==> src/include/mtw_pkg.sv <==
package mtw_pkg;
  // Timing figures
  localparam int unsigned SYS_CLK_MHZ = 100;
  localparam int unsigned MARK_CHECK_DELAY_NS = 4500;
  localparam int unsigned MARK_CHECK_DELAY_CYC = (MARK_CHECK_DELAY_NS * SYS_CLK_MHZ) / 1000;
  localparam int unsigned BIT_PERIOD_NS = 33000;
  localparam int unsigned BIT_PERIOD_CYC = (BIT_PERIOD_NS * SYS_CLK_MHZ) / 1000;
  localparam int unsigned WR_CLK_DIV_DEFAULT = BIT_PERIOD_CYC / 2;

  // Register map (byte offsets)
  localparam logic [7:0] REG_CTRL = 8'h00;
  localparam logic [7:0] REG_STATUS = 8'h04;
  localparam logic [7:0] REG_WINDOW = 8'h08;
  localparam logic [7:0] REG_PATTERN = 8'h0C;
  localparam logic [7:0] REG_MATCH = 8'h10;

  // Control field positions
  localparam int unsigned CTRL_MODE_BIT = 0;
  localparam int unsigned CTRL_CLEAR_BIT = 1;
  localparam int unsigned CTRL_WDATA_BIT = 2;
  localparam int unsigned CTRL_MARK_WBIT = 3;
  localparam int unsigned CTRL_EXT_BIT = 4;

  // Reset values and AXI response codes
  localparam logic [4:0] CTRL_RESET = 5'h00;
  localparam logic [7:0] PATTERN_RESET = 8'h00;
  localparam logic [1:0] AXI_OKAY = 2'h0;
  localparam logic [1:0] AXI_SLVERR = 2'h2;

  typedef struct packed {
    logic bit_strobe;
    logic between_bit;
    logic mark_check;
  } mtw_pulses_s;

  typedef struct packed {
    logic timing_track;
    logic mark_track;
    logic data;
  } mtw_writers_s;

  typedef enum logic [3:0] {
    GRAY_00 = 4'b0001,
    GRAY_01 = 4'b0010,
    GRAY_11 = 4'b0100,
    GRAY_10 = 4'b1000
  } mtw_gray_e;
endpackage

==> src/logic/mtw_mark_track_window.sv <==
`timescale 1ns/1ps
`default_nettype none
module mtw_mark_track_window #(
  parameter int unsigned WR_CLK_DIV = mtw_pkg::WR_CLK_DIV_DEFAULT
) (
  input wire logic i_sys_clk,
  input wire logic i_rst,
  input wire logic i_timing_track_rd,
  input wire logic i_mark_track_rd_p,
  input wire logic i_mark_track_rd_n,
  input wire logic i_transport_start,
  input wire logic [31:0] i_s_axi_awaddr,
  input wire logic i_s_axi_awvalid,
  output logic o_s_axi_awready,
  input wire logic [31:0] i_s_axi_wdata,
  input wire logic [3:0] i_s_axi_wstrb,
  input wire logic i_s_axi_wvalid,
  output logic o_s_axi_wready,
  output logic [1:0] o_s_axi_bresp,
  output logic o_s_axi_bvalid,
  input wire logic i_s_axi_bready,
  input wire logic [31:0] i_s_axi_araddr,
  input wire logic i_s_axi_arvalid,
  output logic o_s_axi_arready,
  output logic [31:0] o_s_axi_rdata,
  output logic [1:0] o_s_axi_rresp,
  output logic o_s_axi_rvalid,
  input wire logic i_s_axi_rready,
  output mtw_pkg::mtw_pulses_s o_pulses,
  output mtw_pkg::mtw_writers_s o_writers,
  output logic o_writers_enable,
  output logic o_mode_lamp,
  output logic o_mark_match
);
  import mtw_pkg::*;

  localparam int unsigned DLY_W = $clog2(MARK_CHECK_DELAY_CYC + 1);
  localparam int unsigned DIV_W = $clog2(WR_CLK_DIV + 1);

  // Synchronisers
  logic [1:0] tt_sync_q;
  logic [1:0] mp_sync_q;
  logic [1:0] mn_sync_q;
  logic tt_last_q;
  always_ff @(posedge i_sys_clk or posedge i_rst)
  begin
    if (i_rst)
    begin
      tt_sync_q <= 2'h0;
      mp_sync_q <= 2'h0;
      mn_sync_q <= 2'h0;
      tt_last_q <= 1'b0;
    end
    else
    begin
      tt_sync_q <= {tt_sync_q[0], i_timing_track_rd};
      mp_sync_q <= {mp_sync_q[0], i_mark_track_rd_p};
      mn_sync_q <= {mn_sync_q[0], i_mark_track_rd_n};
      tt_last_q <= tt_sync_q[1];
    end
  end

  // Control registers
  logic [4:0] ctrl_q;
  logic [7:0] pattern_q;
  logic [7:0] match_en_q;
  wire mode = ctrl_q[CTRL_MODE_BIT];
  wire ext_match = ctrl_q[CTRL_EXT_BIT];

  wire tt_fall = tt_last_q & ~tt_sync_q[1];
  wire tt_rise = ~tt_last_q & tt_sync_q[1];

  // Local write clock divider
  logic [DIV_W-1:0] div_q;
  logic [1:0] gray_q;
  mtw_gray_e gstate_q;
  // local clock runs only in mode
  wire div_tick = mode && (div_q == DIV_W'(WR_CLK_DIV - 1));
  always_ff @(posedge i_sys_clk or posedge i_rst)
  begin
    if (i_rst)
      div_q <= '0;
    else if (!mode || div_tick)
      div_q <= '0;
    else
      div_q <= div_q + DIV_W'(1);
  end

  // gray counter stepped by local clock
  always_ff @(posedge i_sys_clk or posedge i_rst)
  begin
    if (i_rst)
      gstate_q <= GRAY_00;
    else if (!mode)
      gstate_q <= GRAY_00;
    else if (div_tick)
    begin
      case (gstate_q)
        GRAY_00: gstate_q <= GRAY_01;
        GRAY_01: gstate_q <= GRAY_11;
        GRAY_11: gstate_q <= GRAY_10;
        GRAY_10: gstate_q <= GRAY_00;
        default: gstate_q <= GRAY_00;
      endcase
    end
  end
  always_comb
  begin
    case (gstate_q)
      GRAY_00: gray_q = 2'b00;
      GRAY_01: gray_q = 2'b01;
      GRAY_11: gray_q = 2'b11;
      GRAY_10: gray_q = 2'b10;
      default: gray_q = 2'b00;
    endcase
  end

  wire loc_strobe = div_tick && (gstate_q == GRAY_01);
  wire loc_between = div_tick && (gstate_q == GRAY_10);
  wire bit_strobe = mode ? loc_strobe : tt_fall;
  wire between_bit = mode ? loc_between : tt_rise;

  logic [DLY_W-1:0] dly_q;
  logic dly_run_q;
  wire dly_done = dly_run_q && (dly_q == DLY_W'(MARK_CHECK_DELAY_CYC - 1));
  always_ff @(posedge i_sys_clk or posedge i_rst)
  begin
    if (i_rst)
    begin
      dly_q <= '0;
      dly_run_q <= 1'b0;
    end
    else if (bit_strobe)
    begin
      dly_q <= '0;
      dly_run_q <= 1'b1;
    end
    else if (dly_done)
      dly_run_q <= 1'b0;
    else if (dly_run_q)
      dly_q <= dly_q + DLY_W'(1);
  end

  // Pulse outputs registered
  always_ff @(posedge i_sys_clk or posedge i_rst)
  begin
    if (i_rst)
      o_pulses <= '0;
    else
    begin
      o_pulses.bit_strobe <= bit_strobe;
      o_pulses.between_bit <= between_bit;
      o_pulses.mark_check <= dly_done;
    end
  end

  // Writers
  logic write_ff_q;
  logic mark_wr_q;
  always_ff @(posedge i_sys_clk or posedge i_rst)
  begin
    if (i_rst)
    begin
      write_ff_q <= 1'b0;
      mark_wr_q <= 1'b0;
    end
    else
    begin
      if (bit_strobe)
        write_ff_q <= ~write_ff_q ^ ctrl_q[CTRL_WDATA_BIT];
      if (between_bit)
        mark_wr_q <= ctrl_q[CTRL_MARK_WBIT];
    end
  end
  always_ff @(posedge i_sys_clk or posedge i_rst)
  begin
    if (i_rst)
    begin
      o_writers <= '0;
      o_writers_enable <= 1'b0;
      o_mode_lamp <= 1'b0;
    end
    else
    begin
      // timing writer follows gray bit in quadrature
      o_writers.timing_track <= mode & gray_q[1];
      o_writers.mark_track <= mark_wr_q;
      o_writers.data <= write_ff_q;
      o_writers_enable <= mode;
      o_mode_lamp <= mode;
    end
  end

  logic mark_bit_q;
  logic mark_valid_q;
  always_ff @(posedge i_sys_clk or posedge i_rst)
  begin
    if (i_rst)
    begin
      mark_bit_q <= 1'b0;
      mark_valid_q <= 1'b0;
    end
    else if (bit_strobe)
    begin
      mark_bit_q <= mp_sync_q[1] & ~mn_sync_q[1];
      mark_valid_q <= mp_sync_q[1] ^ mn_sync_q[1];
    end
  end

  // Window register plus qualifier
  logic [7:0] window_q;
  logic qual_q;
  logic strobe_d1_q;
  logic start_last_q;
  logic [1:0] start_sync_q;
  wire start_rise = start_sync_q[1] & ~start_last_q;
  logic sw_clear;
  wire clear_window = sw_clear | start_rise;
  always_ff @(posedge i_sys_clk or posedge i_rst)
  begin
    if (i_rst)
    begin
      strobe_d1_q <= 1'b0;
      start_sync_q <= 2'h0;
      start_last_q <= 1'b0;
    end
    else
    begin
      strobe_d1_q <= bit_strobe;
      start_sync_q <= {start_sync_q[0], i_transport_start};
      start_last_q <= start_sync_q[1];
    end
  end
  always_ff @(posedge i_sys_clk or posedge i_rst)
  begin
    if (i_rst)
    begin
      window_q <= 8'h00;
      qual_q <= 1'b0;
    end
    else if (clear_window)
    begin
      window_q <= 8'h00;
      qual_q <= 1'b0;
    end
    else if (strobe_d1_q && !mode)
    begin
      window_q <= {window_q[6:0], mark_bit_q};
      // qualifier set only from bit eight
      if (window_q[7])
        qual_q <= 1'b1;
    end
  end

  wire [7:0] cmp_mask = ext_match ? 8'hFF : 8'h3F;
  wire pattern_hit = ((window_q ^ pattern_q) & cmp_mask & match_en_q) == 8'h00;
  wire detect = qual_q & pattern_hit;

  logic match_q;
  logic match_sticky_q;
  logic clr_match;
  always_ff @(posedge i_sys_clk or posedge i_rst)
  begin
    if (i_rst)
      match_q <= 1'b0;
    else if (dly_done)
      match_q <= detect;
  end
  always_ff @(posedge i_sys_clk or posedge i_rst)
  begin
    if (i_rst)
      match_sticky_q <= 1'b0;
    else if (dly_done && detect)
      match_sticky_q <= 1'b1;
    else if (clr_match)
      match_sticky_q <= 1'b0;
  end
  assign o_mark_match = match_q;

  // AXI4-Lite slave
  logic aw_got_q;
  logic w_got_q;
  logic [7:0] awaddr_q;
  logic [31:0] wdata_q;
  logic bvalid_q;
  logic [1:0] bresp_q;
  logic rvalid_q;
  logic [31:0] rdata_q;
  logic [1:0] rresp_q;
  assign o_s_axi_awready = !aw_got_q && !bvalid_q;
  assign o_s_axi_wready = !w_got_q && !bvalid_q;
  assign o_s_axi_arready = !rvalid_q;
  assign o_s_axi_bvalid = bvalid_q;
  assign o_s_axi_bresp = bresp_q;
  assign o_s_axi_rvalid = rvalid_q;
  assign o_s_axi_rdata = rdata_q;
  assign o_s_axi_rresp = rresp_q;
  wire aw_hs = i_s_axi_awvalid && o_s_axi_awready;
  wire w_hs = i_s_axi_wvalid && o_s_axi_wready;
  wire have_aw = aw_got_q || aw_hs;
  wire have_w = w_got_q || w_hs;
  wire do_write = have_aw && have_w;
  wire [7:0] wa = aw_got_q ? awaddr_q : i_s_axi_awaddr[7:0];
  wire [31:0] wd = w_got_q ? wdata_q : i_s_axi_wdata;
  wire wr_hi_ok = aw_got_q ? 1'b1 : (i_s_axi_awaddr[31:8] == 24'h000000);
  wire wr_ctrl = do_write && wr_hi_ok && (wa == REG_CTRL);
  wire wr_pat = do_write && wr_hi_ok && (wa == REG_PATTERN);
  wire wr_mask = do_write && wr_hi_ok && (wa == REG_MATCH);
  wire wr_stat = do_write && wr_hi_ok && (wa == REG_STATUS);
  wire wr_ok = wr_ctrl | wr_pat | wr_mask | wr_stat;
  assign sw_clear = wr_ctrl && wd[CTRL_CLEAR_BIT];
  assign clr_match = wr_stat && wd[0];
  wire ar_hs = i_s_axi_arvalid && o_s_axi_arready;
  wire [7:0] ra = i_s_axi_araddr[7:0];
  wire rd_hi_ok = i_s_axi_araddr[31:8] == 24'h000000;
  wire rd_ctrl = rd_hi_ok && (ra == REG_CTRL);
  wire rd_stat = rd_hi_ok && (ra == REG_STATUS);
  wire rd_win = rd_hi_ok && (ra == REG_WINDOW);
  wire rd_pat = rd_hi_ok && (ra == REG_PATTERN);
  wire rd_mask = rd_hi_ok && (ra == REG_MATCH);
  wire rd_ok = rd_ctrl | rd_stat | rd_win | rd_pat | rd_mask;
  wire [31:0] status_word = {27'h0, mark_valid_q, mode, qual_q, match_q, match_sticky_q};
  wire [31:0] rd_word = rd_ctrl ? {27'h0, ctrl_q & 5'h1D} :
                        rd_stat ? status_word :
                        rd_win ? {23'h0, qual_q, window_q} :
                        rd_pat ? {24'h0, pattern_q} :
                        rd_mask ? {24'h0, match_en_q} : 32'h00000000;

  always_ff @(posedge i_sys_clk or posedge i_rst)
  begin
    if (i_rst)
    begin
      aw_got_q <= 1'b0;
      w_got_q <= 1'b0;
      awaddr_q <= 8'h00;
      wdata_q <= 32'h00000000;
      bvalid_q <= 1'b0;
      bresp_q <= AXI_OKAY;
    end
    else
    begin
      if (do_write)
      begin
        aw_got_q <= 1'b0;
        w_got_q <= 1'b0;
        bvalid_q <= 1'b1;
        bresp_q <= wr_ok ? AXI_OKAY : AXI_SLVERR;
      end
      else
      begin
        if (aw_hs)
        begin
          aw_got_q <= 1'b1;
          awaddr_q <= (i_s_axi_awaddr[31:8] == 24'h000000) ? i_s_axi_awaddr[7:0] : 8'hFF;
        end
        if (w_hs)
        begin
          w_got_q <= 1'b1;
          wdata_q <= i_s_axi_wdata;
        end
        if (bvalid_q && i_s_axi_bready)
          bvalid_q <= 1'b0;
      end
    end
  end

  always_ff @(posedge i_sys_clk or posedge i_rst)
  begin
    if (i_rst)
    begin
      rvalid_q <= 1'b0;
      rdata_q <= 32'h00000000;
      rresp_q <= AXI_OKAY;
    end
    else if (ar_hs)
    begin
      rvalid_q <= 1'b1;
      rdata_q <= rd_word;
      rresp_q <= rd_ok ? AXI_OKAY : AXI_SLVERR;
    end
    else if (rvalid_q && i_s_axi_rready)
      rvalid_q <= 1'b0;
  end

  always_ff @(posedge i_sys_clk or posedge i_rst)
  begin
    if (i_rst)
    begin
      ctrl_q <= CTRL_RESET;
      pattern_q <= PATTERN_RESET;
      match_en_q <= 8'hFF;
    end
    else
    begin
      if (wr_ctrl && i_s_axi_wstrb[0])
        ctrl_q <= wd[4:0] & 5'h1D;
      if (wr_pat && i_s_axi_wstrb[0])
        pattern_q <= wd[7:0];
      if (wr_mask && i_s_axi_wstrb[0])
        match_en_q <= wd[7:0];
    end
  end
endmodule
`default_nettype wire

==> config.mk <==
export PLATFORM = sky130hd
export DESIGN_NAME = mtw_mark_track_window
export DESIGN_NICKNAME = d
export VERILOG_FILES = /design/src/include/mtw_pkg.sv /design/src/logic/mtw_mark_track_window.sv
export SDC_FILE = /design/constraint.sdc
export NUM_CORES = 1
export LEC_CHECK = 0
export BUFFER_PORTS_ARGS = -buffer_cell sky130_fd_sc_hd__buf_2
export CORE_ASPECT_RATIO = 1.2
export CORE_MARGIN = 3
export CORE_UTILIZATION = 50
export CTS_CLUSTER_SIZE = 14
export DETAILED_ROUTE_END_ITERATION = 8
export GPL_TIMING_DRIVEN = 1
export PLACE_DENSITY = 0.78
export SYNTH_ARGS = -nofsm -noshare
export SYNTH_HDL_FRONTEND = slang
export SYNTH_SLANG_ARGS = --single-unit
==> constraint.sdc <==
create_clock -name i_sys_clk -period 4.4 [get_ports i_sys_clk]
set_clock_uncertainty 0.15 [all_clocks]
set_input_delay 0.22 -clock i_sys_clk [delete_from_list [all_inputs] [get_ports i_sys_clk]]
set_output_delay 0.22 -clock i_sys_clk [all_outputs]
set_load 0.005 [all_outputs]
[Yosys cells after proc, flatten, opt, wreduce, memory -nomap -nowiden]
Index checks and enable logic that the tools add are counted.
Storage, ports and cells
  output and inout port bits: 50
  logic and storage cells: 173
  input bits: 111
  register bits: 133
Cells by class
  bitwise logic cells: 25
  multiplexer cells: 39
  add/subtract/negate cells: 2
  reduce and logical (&&, ||, !) cells: 55
  equal/unequal tests: 15
Operator list (count)
  $mux 8: 8
  $mux 9: 6
  $logic_not 24->1: 2
  $logic_and 1x1->1: 29
  $eq 8x4->1 const B: 3
  $logic_not 8->1: 3
  $mux 1: 18
  $reduce_bool 2->1: 9
  $and 8x8->8: 2
  $eq 8x3->1 const B: 2
  $eq 8x5->1 const B: 2
  $pmux 4 s3: 1
  $add 11x1->11 const B: 1
  $eq 11x11->1 const B: 1
  $mux 11: 1
  $add 9x1->9 const B: 1
  $eq 9x9->1 const B: 1
  $mux 4: 2
  $or 1x1->1: 8
  $reduce_and 2->1: 4
  $xor 8x8->8: 1
  $and 1x1->1: 6
  $not 1->1: 6
  $pmux 2 s3: 1
  10 further kinds: 18

[Longest topological paths before layout]
  word-level depth: 11
  depth in mapped cells: 8
  depth with buffers taken out: 7

[Worst setup path before layout]
No wires, ideal clock.
  path type: flip-flop to flip-flop
  start: reg div_q[1]
  end: reg mark_wr_q
  setup slack: 2244 ps
  data required time: 4125 ps
  stages on the path, launching flop included: 8
  library setup time: 125 ps
  arrival: 1882 ps
  period minus slack after synthesis: 2156 ps
  path buffers: 1
  cell sequence: dfrtp_1 inv_1 ha_1 nand4_1 or4_1 buf_2 o31ai_2 mux2_2
Between the ends
  word-level cells in the longest chain between the ends: 4
RTL lines
  start, declared: RTL line mtw_mark_track_window.sv:74  | logic [DIV_W-1:0] div_q;
  start signal, assigned: RTL line mtw_mark_track_window.sv:86  | div_q <= div_q + DIV_W'(1);
  $eq 11x11->1: RTL line mtw_mark_track_window.sv:78  | wire div_tick = mode && (div_q == DIV_W'(WR_CLK_DIV - 1));
  $logic_and 1x1->1: RTL line mtw_mark_track_window.sv:78
  $logic_and 1x1->1: RTL line mtw_mark_track_window.sv:119  | wire loc_between = div_tick && (gstate_q == GRAY_10);
  $mux 1: RTL line mtw_mark_track_window.sv:121  | wire between_bit = mode ? loc_between : tt_rise;
  net between_bit: RTL line mtw_mark_track_window.sv:121
  end signal, assigned: RTL line mtw_mark_track_window.sv:172  | mark_wr_q <= ctrl_q[CTRL_MARK_WBIT];
  end, declared: RTL line mtw_mark_track_window.sv:159  | logic mark_wr_q;
The timed path passes the listed nets, and every way through them passes these cells.
A chain may end at the register's enable or synchronous reset.

[Worst setup path after layout]
  start: reg div_q[1]
  end: reg mark_bit_q
Between the ends
  word-level cells in the longest chain between the ends: 4
RTL lines
  $eq 11x11->1: RTL line mtw_mark_track_window.sv:78
  $logic_and 1x1->1: RTL line mtw_mark_track_window.sv:78
  $logic_and 1x1->1: RTL line mtw_mark_track_window.sv:118  | wire loc_strobe = div_tick && (gstate_q == GRAY_01);
  $mux 1: RTL line mtw_mark_track_window.sv:120  | wire bit_strobe = mode ? loc_strobe : tt_fall;
  end signal, assigned: RTL line mtw_mark_track_window.sv:205  | mark_bit_q <= mp_sync_q[1] & ~mn_sync_q[1];
  end, declared: RTL line mtw_mark_track_window.sv:194  | logic mark_bit_q;
Every way passes these cells.

==> impl_results.rst <==
.. list-table::
   :header-rows: 1

   * - Metric
     - Value
   * - RSZ-0062 raised after global routing
     - false
   * - Initial antenna violation count
     - 0
   * - Width of the die
     - 100 um
   * - CTS Buffer Depth
     - 2
   * - Upper clock frequency limit
     - 0.350 GHz
   * - Critical Path Fanout Max
     - 15
   * - Final Worst Setup Slack
     - 1.54 ns
   * - Number of H-tree levels
     - 3
   * - Gr usage total
     - 19.7%
   * - Number of unique standard cell types used by synthesis
     - 59
   * - Fraction of final layout cells sized beyond drive strength 1
     - 29.7%
   * - Top Ports
     - 161
   * - Terminating pin of the worst hold path
     - awaddr_q[6]
   * - Power density cells
     - 385 nW/um^2
   * - Number of max-slew violations in the final report
     - 0
   * - Compound-cell area share of the yosys netlist
     - 9.20%
   * - Start of the worst register-to-register path
     - div_q[1]
   * - Number of endpoints with negative hold slack in the final report
     - 0
   * - Max IR drop VDD
     - 0.225 mV
   * - TritonCTS Buffers
     - 9
   * - Routability congestion estimate from global placement
     - 0.835
   * - Fill cell total of the finished layout
     - 849
   * - Sequential share of power
     - 49.0%
   * - Quantity of I/O buffers inserted on ports
     - 108
   * - Detail Route Antenna Nets
     - 0
   * - Endpoint of the lowest-slack register-to-register path
     - mark_bit_q
   * - Synth Area in XOR/XNOR
     - 4.59%
   * - FFs w/ async S/R, synth
     - 100%
   * - Dominant combinational cell family by area after synthesis
     - simple AND/OR/NAND/NOR gates
   * - Switching power
     - 650 uW
   * - Average vias per placed instance
     - 5.49
   * - Synth Cell Area
     - 5340 um^2
   * - Post-CTS Setup Bufs
     - 0
   * - Layout net count
     - 727
   * - Share of synthesized cell area in full adder, half adder and majority cells
     - 1.17%
   * - Insertion delay of the later-clocked pin in the worst-skew pair
     - 0.35 ns
   * - HPWL after detailed placement
     - 8.33 mm
   * - Share of the clock period used by the worst path
     - 65.0%
   * - Number of standard cells after synthesis
     - 496
   * - Remaining DRCs
     - 0
   * - Number of enable flip-flop cells after synthesis
     - 0
   * - Leading register cell type out of synthesis
     - dfrtp_1
   * - Part of the total power dissipated in combinational logic
     - 15.7%
   * - Share of cell area taken by muxes after synthesis
     - 11.0%
   * - Startpoint types
     - flip-flop
   * - Syn_area_per_cell
     - 10.8 um^2
   * - Total negative slack
     - 0 ns
   * - Pleak
     - 3.02 nW
   * - Clock transition time at the flip-flop clock pins of the worst setup and hold paths
     - 0.07 ns
   * - FF+latch area
     - 2710 um^2
   * - Post-DR wirelength/cell
     - 15.4 um
   * - Area post-placement
     - 5870 um^2
   * - Cell type contributing the most total cell area after synthesis
     - dfrtp_1
   * - Number of global-route vias before repair
     - 4,126
   * - Arrival time of the worst setup path
     - 2.94 ns
   * - Clock tree from TritonCTS
     - built
   * - Pin count of the biggest net entering global routing
     - 82
   * - PostCTS Resize Cnt
     - 0
   * - Post-place setup slack
     - 1.49 ns
   * - Cell area after layout
     - 6340 um^2
   * - Effective utilization at floorplan
     - 52.3%
   * - Final worst path period need
     - 2.86 ns
   * - Antenna cell count
     - 0
   * - Die height
     - 119 um
   * - Drt initial violations
     - 180
   * - Sequential cell area fraction in the yosys report
     - 50.8%
   * - Worst hold path stage count
     - 3
   * - First-pass iteration count of the detailed router
     - 6
   * - Area of combinational cells with multiple inputs
     - 2390 um^2
   * - Simple-gate area share of the yosys netlist
     - 17.0%
   * - Cell at the root of the clock tree
     - clkbuf_16
   * - Startpoint of the most critical hold path
     - i_s_axi_awaddr[6]
   * - Vias after detailed routing
     - 4,071
   * - Cell Rows
     - 40
   * - Total of hold buffers inserted after clock tree synthesis
     - 15
   * - Critical path required time
     - 4.48 ns
   * - Status
     - finished, final reports clean
   * - Power share of the clock group
     - 35.4%
   * - Slew headroom
     - 30.3%
   * - Critical path endpoint category
     - flip-flop
   * - Least-Margin Pin Slew
     - 1.04 ns
   * - Overall power
     - 2.44 mW
   * - Top cell type's share of synthesized area
     - 46.4%
   * - Internal Power
     - 1.79 mW
   * - Overflow after GRT
     - 0
   * - Clock sink count
     - 108
   * - Layout overhead on the synthesized area
     - 18.6%
   * - Die area
     - 12,000 um^2
   * - Main area contributors after synthesis
     - dfrtp_1 (46%), mux2_2 (8.2%), dfstp_2 (4.4%)
   * - Category of the most critical setup path
     - flip-flop to flip-flop
   * - Cell count of the worst reg-to-reg path
     - 6
   * - Proportion of total power due to net switching
     - 26.7%
   * - Global-route wire length before repair
     - 19.1 mm
   * - Slack of the worst reg-to-reg path
     - 1.54 ns
   * - Post-synthesis register bit count
     - 108
   * - Path class of the lowest-slack min-delay path
     - input port to flip-flop
   * - Floorplan Core Area
     - 10,200 um^2
   * - Max capacitance violation total
     - 0
   * - Final setup violation count
     - 0
   * - Routed Wire Length
     - 11.5 mm
   * - Total number of yosys warnings
     - 0
## critical path: stages, from the launching register on
cell	delay [ns]
dfrtp_1	0.40
inv_1	0.07
ha_1	0.13
nand4_1	0.10
or4_1	0.67
o21ai_1	0.81
mux2_2	0.41
## layout make-up
cell class	instances	share of cell area, %
Clock buffer	10	3.61
Clock inverter	6	1.40
Inverter	15	0.928
Multi-Input combinational cell	353	37.7
Sequential cell	108	42.8
Tap cell	126	2.49
Timing Repair Buffer	124	11.0
## synthesized netlist by cell type, types with 2 or more instances
library cell / count
nand2b_1: 5
or4_4: 2
nand2_1: 26
ha_1: 5
a31oi_1: 2
dfrtp_1: 99
xor2_1: 18
a22o_1: 3
mux2i_1: 15
and4_1: 2
o21ai_0: 8
and3_1: 4
nand3b_1: 2
buf_2: 4
nand3_1: 8
buf_4: 27
xnor2_1: 10
a21oi_1: 18
mux2_2: 39
or3_1: 2
a32oi_1: 7
inv_1: 15
o31ai_1: 4
buf_1: 2
dfstp_2: 9
or4_1: 3
nand4b_4: 2
nor3_1: 11
o32ai_1: 3
clkbuf_1: 11
nor2_1: 62
nor4_1: 14
nor2b_1: 10
a22oi_1: 5
nor4b_1: 3
o22ai_1: 3
a21o_1: 4
nand4_1: 8
## power groups by stage
stage / Sequential (mW) / Combinational, mW / Clock (mW)
6_report: 1.19 / 0.382 / 0.862
5_1_grt: 1.21 / 0.430 / 0.905
3_5_place_dp: 1.21 / 0.374 / 0
2_1_floorplan: 1.17 / 0.302 / 0
4_1_cts: 1.19 / 0.387 / 0.877
3_3_place_gp: 1.20 / 0.358 / 0
## per-layer routing
metal  up-vias  track usage (%)  routed length [um]
met5         -                0                   0
met4         0             7.41                 191
met3        17             3.05                 742
met2       147             34.0                5830
met1      1966             24.6                4690
li1       1941                -                   -
## per-stage QoR
| step | hold slack, ns | std cells | util (%) |
|---|---|---|---|
| global route | 0.0218 | 742 | 62.1 |
| floorplan | 0.101 | 520 | - |
| global placement | 0.180 | 711 | 57.5 |
| CTS | 0.0125 | 742 | 62.1 |
| detailed placement | 0.179 | 711 | 57.5 |
| finish | 0.0185 | 742 | 62.1 |
## sequential cells by signal, summed over array words and instances (netlist names), 4 cells and up
signal and flops:
pattern_q 8, gstate_q 4, match_en_q 8, wdata_q 8
ctrl_q 4, dly_q 9, window_q 8, o_s_axi_rdata 9
div_q 11, awaddr_q 8
## cell usage in the layout (no fill, tap or decap), types with 14 or more instances in the layout
master	count
mux2_2	39
dlygate4sd3_1	15
xor2_1	18
nand2_1	26
nor4_1	14
buf_2	108
nor2_1	62
inv_1	14
dfrtp_1	99
mux2i_1	15
a21oi_1	18
conb_1	25
## worst max path at each step
stage                 end  slack [ns]  depth (start not counted)  startpoint
5_1_grt        mark_bit_q        1.29                          6    div_q[1]
4_1_cts        mark_bit_q        1.49                          6    div_q[1]
3_3_place_gp   mark_bit_q        1.57                          6    div_q[1]
6_report       mark_bit_q        1.54                          6    div_q[1]
2_1_floorplan    aw_got_q        1.20                          1       i_rst
3_5_place_dp   mark_bit_q        1.49                          6    div_q[1]
## cell families after synthesis
family	count (synthesis)
AO/OA/AOI/OAI	70
multiplexers	54
buffers and inverters	59
adder cells (fa/ha/maj)	5
other	1
flip-flops	108
XOR/XNOR	28
AND/OR/NAND/NOR	171
(Power assumes the default switching activity.)
